--- config.mk ---
export PLATFORM = sky130hd
export DESIGN_NAME = ptf_top
export DESIGN_NICKNAME = d
export VERILOG_FILES = /design/src/rtl/ptf_pkg.sv /design/src/rtl/ptf_port_regs.sv /design/src/rtl/ptf_egress_filter.sv /design/src/rtl/ptf_top.sv
export SDC_FILE = /design/constraint.sdc
export NUM_CORES = 1
export LEC_CHECK = 0
export ABC_CLOCK_PERIOD_IN_PS = 2000
export BUFFER_PORTS_ARGS = -buffer_cell sky130_fd_sc_hd__buf_4
export CELL_PAD_IN_SITES_DETAIL_PLACEMENT = 0
export CELL_PAD_IN_SITES_GLOBAL_PLACEMENT = 1
export CORE_MARGIN = 5
export CORE_UTILIZATION = 44
export CTS_CLUSTER_DIAMETER = 50
export DETAILED_ROUTE_END_ITERATION = 12
export PLACE_DENSITY_LB_ADDON = 0.1
export SETUP_SLACK_MARGIN = 0.05
export SYNTH_ARGS = -nofsm -noshare
export SYNTH_HDL_FRONTEND = slang
export SYNTH_SLANG_ARGS = --single-unit
--- constraint.sdc ---
create_clock -name pclk -period 2 [get_ports pclk]
set_input_delay 0.1 -clock pclk [delete_from_list [all_inputs] [get_ports pclk]]
set_output_delay 0.1 -clock pclk [all_outputs]
set_load 0.05 [all_outputs]
--- src/rtl/ptf_pkg.sv ---
// Constants shared by the transmit timestamp filter configuration block.
package ptf_pkg;
  localparam int PTF_DATA_W = 32;
  localparam int PTF_ADDR_W = 12;
  localparam int PTF_PORT_W = 2;
  localparam int PTF_BANK_W = 3;
  // Register byte offsets, and the bank that holds the port words.
  localparam logic [11:0] PTF_OFF_SELECT = 12'h100;
  localparam logic [11:0] PTF_OFF_CONTROL = 12'h104;
  localparam logic [11:0] PTF_OFF_STATUS = 12'h108;
  localparam logic [11:0] PTF_OFF_TS_CFG = 12'h15C;
  localparam logic [11:0] PTF_OFF_TX_MOD = 12'h164;
  localparam logic [2:0] PTF_PORT_BANK = 3'h2;
  // Bank and port selector fields, and the control enable bit.
  localparam int PTF_SEL_BANK_LSB = 0;
  localparam int PTF_SEL_PORT_LSB = 8;
  localparam int PTF_CTRL_EN_BIT = 0;
  // Timestamp filter configuration fields.
  localparam int PTF_DOM_LSB = 24;
  localparam int PTF_DOM_W = 8;
  localparam int PTF_DOM_EN_BIT = 23;
  localparam int PTF_ALT_BIT = 22;
  localparam int PTF_UDP_BYP_BIT = 21;
  localparam int PTF_FCS_BYP_BIT = 20;
  localparam int PTF_VER_LSB = 16;
  localparam int PTF_VER_W = 4;
  localparam int PTF_TYPE_LSB = 0;
  localparam int PTF_TYPE_W = 16;
  // Message modification fields.
  localparam int PTF_CLR_BIT = 31;
  localparam int PTF_SUPP_BIT = 30;
  localparam int PTF_TA_BIT = 29;
  localparam int PTF_SYNC_BIT = 28;
  localparam int PTF_RSVQ_LSB = 22;
  localparam int PTF_SECS_LSB = 16;
  localparam int PTF_OFF_W = 6;
  localparam int PTF_CF_LSB = 0;
  // Field reset values, and the version value that matches any version.
  localparam logic [7:0] PTF_DOM_RST = 8'h00;
  localparam logic [3:0] PTF_VER_RST = 4'h2;
  localparam logic [3:0] PTF_VER_ANY = 4'h0;
  localparam logic [15:0] PTF_TYPE_RST = 16'h0000;
  localparam logic [5:0] PTF_RSVQ_RST = 6'h10;
  localparam logic [5:0] PTF_SECS_RST = 6'h05;
  localparam logic [15:0] PTF_CF_RST = 16'h000F;
  localparam logic [31:0] PTF_TS_CFG_RST = {PTF_DOM_RST, 4'h0, PTF_VER_RST, PTF_TYPE_RST};
  localparam logic [31:0] PTF_TX_MOD_RST = {4'h0, PTF_RSVQ_RST, PTF_SECS_RST, PTF_CF_RST};
  localparam logic [2:0] PTF_SEL_BANK_RST = 3'h0;
  localparam logic [1:0] PTF_SEL_PORT_RST = 2'h0;
  // Message type codes.
  localparam logic [3:0] PTF_MSG_SYNC = 4'h0;
  localparam logic [3:0] PTF_MSG_PDELAY_RESP = 4'h3;
  // Word index inside one port bank.
  typedef enum logic {PTF_WORD_CFG = 1'b0, PTF_WORD_MOD = 1'b1} ptf_word_t;
endpackage : ptf_pkg

--- src/rtl/ptf_port_regs.sv ---
// Banked per-port configuration words with registered read ports.
`timescale 1ns/1ps
module ptf_port_regs
  import ptf_pkg::*;
#(
  parameter int NUM_PORTS = 3
)
(
  // Clock and reset.
  input wire logic pclk,
  input wire logic presetn,
  // Write port.
  input wire logic wr_en,
  input wire logic [ptf_pkg::PTF_PORT_W-1:0] wr_port,
  input wire ptf_pkg::ptf_word_t wr_word,
  input wire logic [ptf_pkg::PTF_DATA_W-1:0] wr_data,
  // Software read port.
  input wire logic [ptf_pkg::PTF_PORT_W-1:0] rd_a_port,
  input wire ptf_pkg::ptf_word_t rd_a_word,
  output logic [ptf_pkg::PTF_DATA_W-1:0] rd_a_data,
  // Transmit path read port.
  input wire logic [ptf_pkg::PTF_PORT_W-1:0] rd_b_port,
  output logic [ptf_pkg::PTF_DATA_W-1:0] rd_b_cfg,
  output logic [ptf_pkg::PTF_DATA_W-1:0] rd_b_mod
);
  logic [PTF_DATA_W-1:0] cfg_mem [NUM_PORTS];
  logic [PTF_DATA_W-1:0] mod_mem [NUM_PORTS];
  logic a_ok;
  logic b_ok;

  for (genvar p = 0; p < NUM_PORTS; p++)
  begin : g_port
    always_ff @(posedge pclk or negedge presetn)
    begin
      if (!presetn)
      begin
        cfg_mem[p] <= PTF_TS_CFG_RST;
        mod_mem[p] <= PTF_TX_MOD_RST;
      end
      else if (wr_en && (32'(wr_port) == p))
      begin
        if (wr_word == PTF_WORD_CFG)
          cfg_mem[p] <= wr_data;
        else
          mod_mem[p] <= wr_data;
      end
    end
  end

  assign a_ok = 32'(rd_a_port) < NUM_PORTS;
  assign b_ok = 32'(rd_b_port) < NUM_PORTS;

  // Ports beyond the implemented count read as zero.
  always_ff @(posedge pclk or negedge presetn)
  begin
    if (!presetn)
    begin
      rd_a_data <= '0;
      rd_b_cfg <= '0;
      rd_b_mod <= '0;
    end
    else
    begin
      rd_a_data <= !a_ok ? '0 :
                   (rd_a_word == PTF_WORD_CFG) ? cfg_mem[rd_a_port] : mod_mem[rd_a_port];
      rd_b_cfg <= b_ok ? cfg_mem[rd_b_port] : '0;
      rd_b_mod <= b_ok ? mod_mem[rd_b_port] : '0;
    end
  end
endmodule : ptf_port_regs

--- src/rtl/ptf_egress_filter.sv ---
// Combinational egress timestamp decision and modification selection.
`timescale 1ns/1ps
module ptf_egress_filter
  import ptf_pkg::*;
(
  // Configuration words of the frame's port, and the protocol enable.
  input wire logic [ptf_pkg::PTF_DATA_W-1:0] cfg_word,
  input wire logic [ptf_pkg::PTF_DATA_W-1:0] mod_word,
  input wire logic enable,
  // Frame fields.
  input wire logic [3:0] msg_type,
  input wire logic [3:0] version,
  input wire logic [7:0] domain,
  input wire logic alt_master,
  input wire logic udp_ok,
  input wire logic fcs_ok,
  input wire logic from_host,
  input wire logic forwarded,
  // Decisions.
  output logic record,
  output logic cf_modify,
  output logic ta_insert,
  output logic sync_insert,
  output logic clear_reserved
);
  logic type_ok;
  logic ver_ok;
  logic dom_ok;
  logic alt_ok;
  logic sum_ok;
  logic crc_ok;
  logic suppress;

  always_comb
  begin
    type_ok = cfg_word[PTF_TYPE_LSB + 32'(msg_type)];
    ver_ok = (cfg_word[PTF_VER_LSB +: PTF_VER_W] == PTF_VER_ANY) ||
             (cfg_word[PTF_VER_LSB +: PTF_VER_W] == version);
    dom_ok = !cfg_word[PTF_DOM_EN_BIT] || (cfg_word[PTF_DOM_LSB +: PTF_DOM_W] == domain);
    alt_ok = !cfg_word[PTF_ALT_BIT] || !alt_master;
    sum_ok = cfg_word[PTF_UDP_BYP_BIT] || udp_ok;
    crc_ok = cfg_word[PTF_FCS_BYP_BIT] || fcs_ok;
    cf_modify = enable && forwarded && mod_word[PTF_CF_LSB + 32'(msg_type)];
    ta_insert = enable && from_host && mod_word[PTF_TA_BIT] &&
                (msg_type == PTF_MSG_PDELAY_RESP);
    sync_insert = enable && from_host && mod_word[PTF_SYNC_BIT] &&
                  (msg_type == PTF_MSG_SYNC);
    clear_reserved = mod_word[PTF_CLR_BIT] && (cf_modify || ta_insert || sync_insert);
    suppress = mod_word[PTF_SUPP_BIT] && cf_modify;
    record = enable && type_ok && ver_ok && dom_ok && alt_ok && sum_ok && crc_ok &&
             !suppress;
  end
endmodule : ptf_egress_filter

--- src/rtl/ptf_top.sv ---
// APB register bank and transmit decision pipeline for egress timestamp filtering.
`timescale 1ns/1ps
module ptf_top
  import ptf_pkg::*;
#(
  parameter int NUM_PORTS = 3
)
(
  // Clock and reset.
  input wire logic pclk,
  input wire logic presetn,
  // APB slave.
  input wire logic [ptf_pkg::PTF_ADDR_W-1:0] paddr,
  input wire logic psel,
  input wire logic penable,
  input wire logic pwrite,
  input wire logic [ptf_pkg::PTF_DATA_W-1:0] pwdata,
  output logic [ptf_pkg::PTF_DATA_W-1:0] prdata,
  output logic pready,
  output logic pslverr,
  // Frame descriptor from the transmit path.
  input wire logic tx_frame_valid,
  input wire logic [ptf_pkg::PTF_PORT_W-1:0] tx_port,
  input wire logic [3:0] tx_msg_type,
  input wire logic [3:0] tx_version,
  input wire logic [7:0] tx_domain,
  input wire logic tx_alt_master,
  input wire logic tx_udp_ok,
  input wire logic tx_fcs_ok,
  input wire logic tx_from_host,
  input wire logic tx_forwarded,
  // Decision back to the transmit path.
  output logic protocol_enable,
  output logic dec_valid,
  output logic [ptf_pkg::PTF_PORT_W-1:0] dec_port,
  output logic [3:0] dec_msg_type,
  output logic dec_record,
  output logic dec_cf_modify,
  output logic dec_turnaround_insert,
  output logic dec_sync_insert,
  output logic dec_clear_reserved,
  output logic [5:0] dec_reserved_offset,
  output logic [5:0] dec_seconds_offset
);
  import ptf_pkg::*;

  // Local registers.
  logic [PTF_BANK_W-1:0] bank_sel_reg;
  logic [PTF_PORT_W-1:0] port_sel_reg;
  logic enable_reg;
  logic [15:0] recorded_cnt_reg;
  logic [15:0] withheld_cnt_reg;

  // Bus decode.
  logic hit_select;
  logic hit_control;
  logic hit_status;
  logic hit_cfg;
  logic hit_mod;
  logic port_window;
  logic mapped;
  logic access_wr;
  ptf_word_t bus_word;
  logic [PTF_DATA_W-1:0] mem_rd_data;
  logic [PTF_DATA_W-1:0] sel_word;

  // Transmit pipeline.
  logic s1_valid_reg;
  logic [PTF_PORT_W-1:0] s1_port_reg;
  logic [3:0] s1_type_reg;
  logic [3:0] s1_ver_reg;
  logic [7:0] s1_dom_reg;
  logic s1_alt_reg;
  logic s1_udp_reg;
  logic s1_fcs_reg;
  logic s1_host_reg;
  logic s1_fwd_reg;
  logic [PTF_DATA_W-1:0] port_cfg;
  logic [PTF_DATA_W-1:0] port_mod;
  logic f_record;
  logic f_cf;
  logic f_ta;
  logic f_sync;
  logic f_clear;

  assign hit_select = paddr == PTF_OFF_SELECT;
  assign hit_control = paddr == PTF_OFF_CONTROL;
  assign hit_status = paddr == PTF_OFF_STATUS;
  assign hit_cfg = paddr == PTF_OFF_TS_CFG;
  assign hit_mod = paddr == PTF_OFF_TX_MOD;
  // The port words share their offsets with other banks; outside bank 2 they read zero.
  assign port_window = (bank_sel_reg == PTF_PORT_BANK) &&
                       (32'(port_sel_reg) < NUM_PORTS);
  assign mapped = hit_select || hit_control || hit_status || hit_cfg || hit_mod;
  assign access_wr = psel && penable && pwrite;
  assign bus_word = hit_mod ? PTF_WORD_MOD : PTF_WORD_CFG;

  // Every access completes without wait states.
  assign pready = 1'b1;
  assign pslverr = psel && penable && !mapped;

  assign sel_word = {{(PTF_DATA_W - PTF_SEL_PORT_LSB - PTF_PORT_W){1'b0}}, port_sel_reg,
                     {(PTF_SEL_PORT_LSB - PTF_BANK_W){1'b0}}, bank_sel_reg};

  // Read data is a plain mux of stored words, so every read finishes with no wait state.
  always_comb
  begin
    prdata = '0;
    if (psel && !pwrite)
    begin
      if (hit_select)
        prdata = sel_word;
      else if (hit_control)
        prdata = {{(PTF_DATA_W - 1){1'b0}}, enable_reg};
      else if (hit_status)
        prdata = {withheld_cnt_reg, recorded_cnt_reg};
      else if ((hit_cfg || hit_mod) && port_window)
        prdata = mem_rd_data;
    end
  end

  always_ff @(posedge pclk or negedge presetn)
  begin
    if (!presetn)
      bank_sel_reg <= PTF_SEL_BANK_RST;
    else if (access_wr && hit_select)
      bank_sel_reg <= pwdata[PTF_SEL_BANK_LSB +: PTF_BANK_W];
  end

  always_ff @(posedge pclk or negedge presetn)
  begin
    if (!presetn)
      port_sel_reg <= PTF_SEL_PORT_RST;
    else if (access_wr && hit_select)
      port_sel_reg <= pwdata[PTF_SEL_PORT_LSB +: PTF_PORT_W];
  end

  // The block does not lock the port words while enabled; software keeps that discipline.
  always_ff @(posedge pclk or negedge presetn)
  begin
    if (!presetn)
      enable_reg <= 1'b0;
    else if (access_wr && hit_control)
      enable_reg <= pwdata[PTF_CTRL_EN_BIT];
  end

  assign protocol_enable = enable_reg;

  // Bus and transmit path read the words through separate ports, so a read never stalls a frame.
  ptf_port_regs #(
    .NUM_PORTS(NUM_PORTS)
  ) u_port_regs (
    .pclk(pclk),
    .presetn(presetn),
    .wr_en(access_wr && (hit_cfg || hit_mod) && port_window),
    .wr_port(port_sel_reg),
    .wr_word(bus_word),
    .wr_data(pwdata),
    .rd_a_port(port_sel_reg),
    .rd_a_word(bus_word),
    .rd_a_data(mem_rd_data),
    .rd_b_port(tx_port),
    .rd_b_cfg(port_cfg),
    .rd_b_mod(port_mod)
  );

  // The descriptor waits one cycle so that its port words arrive from the memory beside it.
  always_ff @(posedge pclk or negedge presetn)
  begin
    if (!presetn)
      s1_valid_reg <= 1'b0;
    else
      s1_valid_reg <= tx_frame_valid;
  end

  always_ff @(posedge pclk or negedge presetn)
  begin
    if (!presetn)
    begin
      s1_port_reg <= '0;
      s1_type_reg <= '0;
    end
    else if (tx_frame_valid)
    begin
      s1_port_reg <= tx_port;
      s1_type_reg <= tx_msg_type;
    end
  end

  // Qualifiers are captured only with a descriptor, so idle cycles cannot disturb a decision.
  always_ff @(posedge pclk or negedge presetn)
  begin
    if (!presetn)
    begin
      s1_ver_reg <= '0;
      s1_dom_reg <= '0;
      s1_alt_reg <= 1'b0;
      s1_udp_reg <= 1'b0;
      s1_fcs_reg <= 1'b0;
      s1_host_reg <= 1'b0;
      s1_fwd_reg <= 1'b0;
    end
    else if (tx_frame_valid)
    begin
      s1_ver_reg <= tx_version;
      s1_dom_reg <= tx_domain;
      s1_alt_reg <= tx_alt_master;
      s1_udp_reg <= tx_udp_ok;
      s1_fcs_reg <= tx_fcs_ok;
      s1_host_reg <= tx_from_host;
      s1_fwd_reg <= tx_forwarded;
    end
  end

  // The filter uses the enable of the cycle after the descriptor, not the one before it.
  ptf_egress_filter u_filter (
    .cfg_word(port_cfg),
    .mod_word(port_mod),
    .enable(enable_reg),
    .msg_type(s1_type_reg),
    .version(s1_ver_reg),
    .domain(s1_dom_reg),
    .alt_master(s1_alt_reg),
    .udp_ok(s1_udp_reg),
    .fcs_ok(s1_fcs_reg),
    .from_host(s1_host_reg),
    .forwarded(s1_fwd_reg),
    .record(f_record),
    .cf_modify(f_cf),
    .ta_insert(f_ta),
    .sync_insert(f_sync),
    .clear_reserved(f_clear)
  );

  always_ff @(posedge pclk or negedge presetn)
  begin
    if (!presetn)
      dec_valid <= 1'b0;
    else
      dec_valid <= s1_valid_reg;
  end

  always_ff @(posedge pclk or negedge presetn)
  begin
    if (!presetn)
    begin
      dec_port <= '0;
      dec_msg_type <= '0;
    end
    else if (s1_valid_reg)
    begin
      dec_port <= s1_port_reg;
      dec_msg_type <= s1_type_reg;
    end
  end

  // Each decision bit holds until the next descriptor, so the transmit path may read it late.
  always_ff @(posedge pclk or negedge presetn)
  begin
    if (!presetn)
      dec_record <= 1'b0;
    else if (s1_valid_reg)
      dec_record <= f_record;
  end

  always_ff @(posedge pclk or negedge presetn)
  begin
    if (!presetn)
      dec_cf_modify <= 1'b0;
    else if (s1_valid_reg)
      dec_cf_modify <= f_cf;
  end

  always_ff @(posedge pclk or negedge presetn)
  begin
    if (!presetn)
      dec_turnaround_insert <= 1'b0;
    else if (s1_valid_reg)
      dec_turnaround_insert <= f_ta;
  end

  always_ff @(posedge pclk or negedge presetn)
  begin
    if (!presetn)
      dec_sync_insert <= 1'b0;
    else if (s1_valid_reg)
      dec_sync_insert <= f_sync;
  end

  always_ff @(posedge pclk or negedge presetn)
  begin
    if (!presetn)
      dec_clear_reserved <= 1'b0;
    else if (s1_valid_reg)
      dec_clear_reserved <= f_clear;
  end

  always_ff @(posedge pclk or negedge presetn)
  begin
    if (!presetn)
      dec_reserved_offset <= PTF_RSVQ_RST;
    else if (s1_valid_reg)
      dec_reserved_offset <= port_mod[PTF_RSVQ_LSB +: PTF_OFF_W];
  end

  always_ff @(posedge pclk or negedge presetn)
  begin
    if (!presetn)
      dec_seconds_offset <= PTF_SECS_RST;
    else if (s1_valid_reg)
      dec_seconds_offset <= port_mod[PTF_SECS_LSB +: PTF_OFF_W];
  end

  // Counters wrap; software takes differences between two reads.
  always_ff @(posedge pclk or negedge presetn)
  begin
    if (!presetn)
      recorded_cnt_reg <= 16'h0000;
    else if (s1_valid_reg && f_record)
      recorded_cnt_reg <= recorded_cnt_reg + 16'h0001;
  end

  always_ff @(posedge pclk or negedge presetn)
  begin
    if (!presetn)
      withheld_cnt_reg <= 16'h0000;
    else if (s1_valid_reg && !f_record)
      withheld_cnt_reg <= withheld_cnt_reg + 16'h0001;
  end
endmodule : ptf_top

---- Word-level counts from Yosys, hierarchy flattened ----
Index checks and enable logic that the tools add are counted.
word-level totals
  word-level logic and storage cells ...... 140
  flip-flop bits (word level) ............. 374
operators by class
  equal/unequal tests ..................... 11
  magnitude comparators ................... 5
  $add $sub $neg .......................... 2
  bitwise gates (word level) .............. 3
  mux-type cells .......................... 26
  reductions and logical operators ........ 59
operator list
  operator                 count
  $mux W32                 17
  $bmux W32 S2             4
  $eq A12 B9 Y1 const B    5
  $add A16 B1 Y16 const B  2
  $logic_and A1 B1 Y1      31
  $logic_or A1 B1 Y1       12
  $reduce_and A2 Y1        6
  $bmux W1 S4              2
  $eq A8 B8 Y1             1
  $logic_not A4 Y1         2
  $logic_not A1 Y1         7
  $ge A3 B3 Y1 const B     2
  $lt A4 B6 Y1 const B     1
  $not A2 Y3               2
  $eq A4 B2 Y1 const B     1
  $eq A4 B4 Y1             1
  $lt A2 B2 Y1 const B     2
  $eq A3 B2 Y1 const B     1
  $mux W1                  3
  $eq A2 B1 Y1 const B     1
  $eq A2 B2 Y1 const B     1
  $logic_not A2 Y1         1
  $not A1 Y1               1

---- Depth between registers and ports, before layout ----
Gate-level depths: netlist of the first run.
  depth in word-level cells ............... 11
  mapped depth ............................ 10
  depth with buffers taken out ............ 6

---- Hierarchy ----
Synthesis of the first run repeated with hierarchy kept, for this count alone.
second synthesis, totals
  cells, all modules ...................... 1,267
  area, all modules ....................... 16,983.8 um2
modules (own cells, without submodules)
  module             sequential area each (um2)  instances  cells each  area each (um2)
  ptf_port_regs      7,236.9                     1          906         12,480.7
  ptf_top            2,155.8                     1          314         4,015.1
  ptf_egress_filter  0.0                         1          47          488.0

---- Worst setup path after synthesis of the first run ----
No wires, ideal clock.
  path kind ............................... input port to output port
  from .................................... input port paddr[9] (netlist bit)
  to ...................................... output port prdata[2] (netlist bit)
  data required time ...................... 1.900 ns
  slack ................................... -0.366 ns
  cell stages on the path ................. 7
  data arrival time ....................... 2.266 ns
  cell sequence ........................... nand2b_1 > nor4_1 > nand3_1 > nor3b_1 > clkbuf_1 > a22oi_1 > o2bb2ai_1
between the ends
  word-level cells in the longest chain between the ends .. 8
  elaborated cells on any way between the ends .. 12
RTL lines
  element                           RTL line                      text
  start, declared                   ptf_top.sv:13                 input wire logic [ptf_pkg::PTF_ADDR_W-1:0] paddr,
  $eq A12 B9 Y1 (on tied branches)  ptf_top.sv:89, ptf_top.sv:90
  $logic_or A1 B1 Y1                ptf_top.sv:117                else if ((hit_cfg || hit_mod) && port_window)
  $logic_and A1 B1 Y1               ptf_top.sv:117
  $mux W32                          ptf_top.sv:117
  $mux W32                          ptf_top.sv:115                else if (hit_status)
  $mux W32                          ptf_top.sv:113                else if (hit_control)
  $mux W32 (*)                      ptf_top.sv:111                if (hit_select)
  $mux W32 (*)                      ptf_top.sv:109                if (psel && !pwrite)
  end, declared                     ptf_top.sv:18                 output logic [ptf_pkg::PTF_DATA_W-1:0] prdata,
Mark *: on every way between the ends. The rest lies on a longest branch, timed or not.

---- Worst setup path in the final report of the first run ----
  from .................................... register bank_sel_reg[2]
  to ...................................... output port prdata[9] (netlist bit)
between the ends
  word-level cells in the longest chain between the ends .. 8
RTL lines
  element                 RTL line        text
  start, declared         ptf_top.sv:48   logic [PTF_BANK_W-1:0] bank_sel_reg;
  start signal, assigned  ptf_top.sv:127  bank_sel_reg <= pwdata[PTF_SEL_BANK_LSB +: PTF_BANK_W];
  $eq A3 B2 Y1            ptf_top.sv:92   assign port_window = (bank_sel_reg == PTF_PORT_BANK) &&
  $logic_and A1 B1 Y1     ptf_top.sv:92
  $logic_and A1 B1 Y1     ptf_top.sv:117
  $mux W32                ptf_top.sv:117
  $mux W32                ptf_top.sv:115
  $mux W32                ptf_top.sv:113
  $mux W32                ptf_top.sv:111
  $mux W32                ptf_top.sv:109
Every way passes these cells.

==> results of run 1 <==
repair_timing:
| action | CTS | global route |
|---|---|---|
| resized for setup | 129 | 90 |
| buffers inserted | 13 | 37 |
| hold buffers | 56 | 0 |
| endpoints found under the hold margin | 452 | 0 |
| pin swaps | 9 | 50 |
| gates cloned | 6 | 10 |
| setup endpoints to repair | 99 | 249 |
worst max-delay path: stages, from the launching register on:
cell	delay (ns)
dfrtp_2	0.46
nor2_4	0.12
nand3_2	0.10
nor3_4	0.25
buf_4	0.16
buf_12	0.12
a22oi_1	0.07
o2bb2ai_2	0.22
buf_6	0.19
worst min path at each step:
stage | startpoint | to
after floorplan | presetn | bank_sel_reg[0]$_DFFE_PN0P_
after CTS | tx_port[1] | u_port_regs.rd_b_cfg[11]$_DFF_PN0_
after global placement | presetn | recorded_cnt_reg[3]$_DFFE_PN0P_
after detailed placement | presetn | recorded_cnt_reg[4]$_DFFE_PN0P_
after global routing | tx_port[1] | u_port_regs.rd_b_cfg[9]$_DFF_PN0_
final | tx_port[1] | u_port_regs.rd_b_cfg[9]$_DFF_PN0_
final cells by class:
class / instances / share of cell area (%)
Clock buffer: 59 / 5.36
Tap cell: 518 / 2.69
Sequential cell: 374 / 39.0
Timing Repair Buffer: 349 / 16.2
Multi-Input combinational cell: 938 / 34.9
Clock inverter: 29 / 1.63
Inverter: 13 / 0.218
through the flow:
| stage | std cells | utilization (%) | TNS, ns |
|---|---|---|---|
| 6_report | 2280 | 62.1 | -19.48 |
| 3_3_place_gp | 2074 | 51.6 | -25.28 |
| 3_5_place_dp | 2074 | 51.6 | -28.84 |
| 2_1_floorplan | 1423 | - | -0.502 |
| 4_1_cts | 2237 | 59.6 | -20.73 |
| 5_1_grt | 2280 | 62.1 | -32.71 |
routing by layer:
layer | part of all wire (%) | vias to the layer above
li1 | - | 5753
met1 | 45 | 6625
met2 | 47 | 324
met3 | 5.1 | 81
met4 | 2.2 | 6
met5 | 0.062 | -
logic make-up (layout without fill, tap and decap cells):
logic type,count (synthesis),count (layout),share of synthesized area [%]
buf+inv,111,450,3.02
simple gates,270,270,7.63
xor+xnor,42,42,2.12
mux,367,367,24.0
compound gates,256,256,8.93
fa+ha+maj,2,2,0.144
flops,374,374,54.1
other cells,1,1,0.0216
synth_stat cells, types with 13 or more instances:
library cell / number / area share [%]
dfrtp_1: 347 / 50
nand3_1: 17 / 0.49
a22oi_1: 33 / 1.4
mux2i_1: 106 / 6.1
buf_1: 14 / 0.30
nand2_1: 125 / 2.7
clkbuf_1: 57 / 1.2
xor2_1: 15 / 0.76
nor2_1: 48 / 1.0
mux2_2: 219 / 14
o22ai_1: 15 / 0.54
o21ai_0: 128 / 3.7
mux2_4: 33 / 2.9
a21oi_1: 28 / 0.81
xnor2_1: 27 / 1.4
inv_1: 13 / 0.28
dfstp_2: 27 / 4.1
nor3_1: 19 / 0.55
power groups by stage:
stage	registers [mW]	clock network (mW)	logic, mW
2_1_floorplan	8.02	0	0.429
3_3_place_gp	7.98	0	1.07
3_5_place_dp	7.98	0	1.09
4_1_cts	7.86	9.28	1.19
5_1_grt	7.90	9.57	1.33
6_report	7.89	9.09	1.23
placed cells by master, fill, tap and decap left out, types with 33 or more instances in the layout:
| cell | synthesis | layout |
|---|---|---|
| o21ai_0 | 128 | 120 |
| buf_12 | 0 | 44 |
| buf_4 | 7 | 178 |
| mux2_2 | 219 | 189 |
| dfrtp_1 | 347 | 340 |
| mux2_4 | 33 | 68 |
| mux2i_1 | 106 | 106 |
| clkbuf_16 | 0 | 57 |
| nand2_1 | 125 | 124 |
| buf_6 | 9 | 33 |
| dlygate4sd3_1 | 0 | 56 |
==> flow_metrics.py, run 1 <==
metrics = {
    "cts": {
        "tritoncts": "built",
        "htree_levels": 2,
        "root_buffer": "clkbuf_16",
        "clk_pin_slew_ns": 0.06,
        "clkSinkCount": 374,
        "cts_buffer_depth": 3,
        "clk_latency_ns": 0.58,
        "numCtsBuffers": 47,
    },
    "setup_path": {
        "required_ns": 1.90,
        "reg2reg_depth": 8,
        "cp-startpoint": "bank_sel_reg[2]$_DFFE_PN0P_",
        "r2r-end": "recorded_cnt_reg[10]$_DFFE_PN0P_",
        "regToRegStartpoint": "s1_type_reg[0]$_DFFE_PN0P_",
        "worstPathArrival_ns": 2.25,
        "cp-end-kind": "primary output",
        "r2r_slack_ns": -0.33,
        "crit_type": "reg -> out",
        "critPathMaxFanout": 6,
        "startpoint_type": "flip-flop",
        "endpoint": "prdata[9]",
    },
    "global_route": {
        "busiest_layer": "met2",
        "antenna_found_initial": 5,
        "met3_usage_pct": 4.32,
        "gr-total-overflow": 0,
        "grt_pass1_vias": 13200,
        "grt_max_degree": 65,
        "grt_first_pass_wirelength_mm": 82.0,
        "grt_usage_pct": 24.1,
        "grt_use_met2_pct": 38.2,
        "met1_usage_pct": 34.5,
    },
    "sta": {
        "setup_ws_ns": -0.350,
        "period_share_pct": 118,
        "fin_crit_ns": 2.35,
        "hold_violations": 0,
        "max-slew-margin-rel_pct": 53.0,
        "clock_skew_ns": 0.0255,
        "tightestPinTransition_ns": 0.703,
        "fmax_ghz": 0.425,
        "setup_violations": 115,
        "hold_ws_ns": 0.0471,
        "rsz0062_at_grt": "yes",
        "drv_slew": 0,
    },
    "synthesis": {
        "postSynthCellCount": 1423,
        "synthDistinctLibCells": 60,
        "synth_seq_cells": 374,
        "yosys_warnings": 0,
        "synth-main-ff-cell": "dfrtp_1",
        "synth_edf_count": 0,
        "async_reset_ff_share_pct": 100,
        "synth-seq-area-share_pct": 54.1,
        "avgSynthCellArea_sq_um": 12.2,
        "netlist_area_sq_um": 17400,
        "synth_nets": 1498,
    },
    "status": {
        "outcome": "complete, but fails checks",
        "violations": "negative setup slack",
    },
    "worst_hold_path": {
        "hold_path.class": "in -> reg",
        "hold_depth": 3,
    },
    "floorplan": {
        "start_util_pct": 44.7,
        "die_x_um": 209,
        "die_h_um": 209,
        "core_area_sq_um": 38800,
        "die_area_sq_um": 43500,
        "io_pins": 132,
        "rows": 72,
    },
    "place": {
        "dpl_cell_area_sq_um": 20100,
        "pre_cts_slack_ns": -0.421,
        "dp_hpwl_mm": 33.6,
        "place_congestion": 0.818,
        "port_buffers": 130,
    },
    "route": {
        "drt_wl_total_mm": 55.1,
        "wire_per_inst_um": 24.2,
        "drc": 0,
        "routed-via-count": 12800,
        "drt_iter0_drc": 849,
        "dr.pass1.iters": 5,
        "ant_nets": 0,
        "via_per_inst": 5.61,
    },
    "pwr": {
        "switching_power_mw": 4.29,
        "p_comb_share_pct": 6.8,
        "ir_worst_vdd_mv": 0.595,
        "p_int_mw": 13.9,
        "fin_total_pwr_mw": 18.2,
        "powerDensity_nw_per_um2": 755,
        "p_clk_share_pct": 49.9,
        "seq_power_share_pct": 43.3,
        "p_sw_share_pct": 23.6,
        "p_leak_nw": 11.1,
    },
    "cells_and_area": {
        "largestRegisters": "u_port_regs.cfg_mem (96), u_port_regs.mod_mem (96)",
        "fin_nets": 1798,
        "multi_input_area_sq_um": 8420,
        "ff_latch_area_sq_um": 9400,
        "final_area_sq_um": 24100,
        "fillCellCount": 3047,
        "drive_gt1_share_pct": 45.5,
        "antenna_cells": 0,
        "area_growth_pct": 38.9,
    },
    "run": {
        "max_cap_viol_count": 0,
    },
}
(Power assumes the default switching activity.)
==> run 2, diff against run 1 <==
--- a/config.mk
+++ b/config.mk
@@ -13,7 +13,9 @@
 export CORE_UTILIZATION = 44
 export CTS_CLUSTER_DIAMETER = 50
 export DETAILED_ROUTE_END_ITERATION = 12
+export MAX_ROUTING_LAYER = met4
 export PLACE_DENSITY_LB_ADDON = 0.1
+export REMOVE_ABC_BUFFERS = 1
 export SETUP_SLACK_MARGIN = 0.05
 export SYNTH_ARGS = -nofsm -noshare
 export SYNTH_HDL_FRONTEND = slang
==> run 2 against run 1 <==
  * The flow still finishes with violations (negative setup slack)
  * Clock power decreased by 8.3%
  * Via count is 1.3% higher
  * Global-route usage is 2.0 points higher
  * Die area did not move
  * Combinational power fell by 3%
  * Wire length grew 3.7%
  * Utilization shrank 0.87 points
  * Critical path depth unchanged
  * Sequential power about the same
  * Non-clock buffer count is 7 higher
  * Register-to-register slack barely moved
==> flow_metrics.py, run 2 (synthesis results as in run 1) <==
metrics = {
    "route": {
        "routed-via-count": 13000,
        "drt_iter0_drc": 933,
        "dr.pass1.iters": 5,
        "ant_nets": 0,
        "drt_wl_total_mm": 57.1,
        "drc": 0,
        "wire_per_inst_um": 25.1,
        "via_per_inst": 5.68,
    },
    "cts": {
        "root_buffer": "clkbuf_16",
        "clk_pin_slew_ns": 0.06,
        "clk_latency_ns": 0.56,
        "tritoncts": "built",
        "htree_levels": 2,
        "clkSinkCount": 374,
        "numCtsBuffers": 45,
        "cts_buffer_depth": 3,
    },
    "worst_hold_path": {
        "hold_path.class": "in -> async",
    },
    "floorplan": {
        "io_pins": 132,
        "die_h_um": 209,
        "die_area_sq_um": 43500,
        "die_x_um": 209,
        "start_util_pct": 44.7,
        "rows": 72,
        "core_area_sq_um": 38800,
    },
    "cells_and_area": {
        "drive_gt1_share_pct": 44.0,
        "fin_nets": 1803,
        "largestRegisters": "u_port_regs.cfg_mem (96), u_port_regs.mod_mem (96)",
        "layout_commonest_cell": "dfrtp_1",
        "area_growth_pct": 36.9,
        "antenna_cells": 0,
        "final_area_sq_um": 23800,
        "final_core_util_pct": 61.2,
        "fillCellCount": 3126,
        "most-common-layout-cells": "342 x dfrtp_1, 185 x mux2_2, 179 x buf_4, 123 x nand2_1, 121 x o21ai_0",
    },
    "pwr": {
        "fin_total_pwr_mw": 17.4,
        "p_comb_share_pct": 6.8,
        "p_leak_nw": 11.0,
        "seq_power_share_pct": 45.3,
        "p_sw_share_pct": 23.4,
        "ir_worst_vdd_mv": 0.521,
        "p_int_mw": 13.3,
        "p_clk_share_pct": 47.9,
        "powerDensity_nw_per_um2": 733,
        "switching_power_mw": 4.08,
    },
    "place": {
        "dp_hpwl_mm": 33.4,
        "place_congestion": 0.834,
        "port_buffers": 130,
        "dpl_cell_area_sq_um": 19800,
        "pre_cts_slack_ns": -0.428,
    },
    "sta": {
        "drv_slew": 0,
        "rsz0062_at_grt": "yes",
        "setup_violations": 232,
        "tightestPinTransition_ns": 0.757,
        "fmax_ghz": 0.429,
        "setup_ws_ns": -0.330,
        "hold_violations": 0,
        "period_share_pct": 117,
        "fin_crit_ns": 2.33,
        "hold_ws_ns": 0.0270,
        "clock_skew_ns": 0.0154,
        "max-slew-margin-rel_pct": 49.4,
    },
    "setup_path": {
        "crit_type": "reg -> out",
        "critPathMaxFanout": 5,
        "required_ns": 1.90,
        "cp-end-kind": "primary output",
        "worstPathArrival_ns": 2.23,
        "startpoint_type": "flip-flop",
    },
    "global_route": {
        "grt_usage_pct": 26.2,
        "grt_max_degree": 65,
        "grt_pass1_vias": 13400,
        "antenna_found_initial": 1,
        "grt_first_pass_wirelength_mm": 84.8,
        "gr-total-overflow": 0,
    },
    "status": {
        "outcome": "complete, but fails checks",
        "violations": "negative setup slack",
    },
    "run": {
        "max_cap_viol_count": 0,
    },
}
## run 2: layout make-up
cell class                 count  area, sq um  area share, %
multi-input combinational    938         8210           34.5
clock buffer                  67         1330           5.59
timing repair buffer         356         3940           16.6
tap                          518          648           2.73
inverter                      13         52.6          0.221
sequential                   374         9400           39.5
clock inverter                13          188          0.790
## run 2: layer usage
layer / global-route usage, % / wire [um] / share of wire (%)
met4: 6.93 / 1850 / 3.2
met2: 40.8 / 27100 / 47
met3: 3.78 / 2920 / 5.1
met1: 36.5 / 25300 / 44
met5: - / 0 / 0
## run 2: worst paths after layout
kind / startpoint / end / slack, ns / cells past startpoint
setup / recovery: port_sel_reg[0]$_DFFE_PN0P_ / prdata[9] / -0.33 / 8
hold / removal: presetn / dec_reserved_offset[5]$_DFFE_PN0P_ / 0.03 / 2
setup reg to reg: s1_type_reg[1]$_DFFE_PN0P_ / withheld_cnt_reg[13]$_DFFE_PN0P_ / -0.32 / 9
hold reg to reg: u_port_regs.rd_b_mod[17]$_DFF_PN0_ / dec_seconds_offset[1]$_DFFE_PN0P_ / 0.48 / 1
max in group asynchronous: presetn / u_port_regs.mod_mem[26]$_DFFE_PN1P_ / 1.24 / 3
min in group pclk: tx_port[1] / u_port_regs.rd_b_mod[20]$_DFF_PN0_ / 0.05 / 3
## run 2: power by group through the flow
stage	combinational [mW]	clock [mW]	sequential [mW]
6_report	1.19	8.34	7.89
5_1_grt	1.29	8.79	7.90
4_1_cts	1.17	8.49	7.88
3_5_place_dp	1.07	0	8.00
3_3_place_gp	1.06	0	8.00
2_1_floorplan	0.315	0	8.04
## run 2: worst max-delay path: stages, from the launching register on
cell,delay (ns)
dfrtp_4,0.48
nand2_4,0.09
nand3_4,0.08
nor3_4,0.25
buf_6,0.16
clkbuf_16,0.15
a22oi_2,0.08
o2bb2ai_2,0.19
buf_6,0.18
## run 2: stage by stage
stage	instances	setup TNS, ns
floorplan	1325	-436.66
global placement	2083	-16.92
detailed placement	2083	-20.96
CTS	2257	-31.19
global route	2279	-50.87
finish	2279	-32.10
## run 2: timing repair
action | CTS | global route
setup endpoints to repair | 210 | 265
setup buffers | 24 | 21
endpoints found under the hold margin | 576 | 0
pin swaps | 19 | 56
gates cloned | 16 | 5
hold buffers | 56 | 0
gates resized for setup | 145 | 112
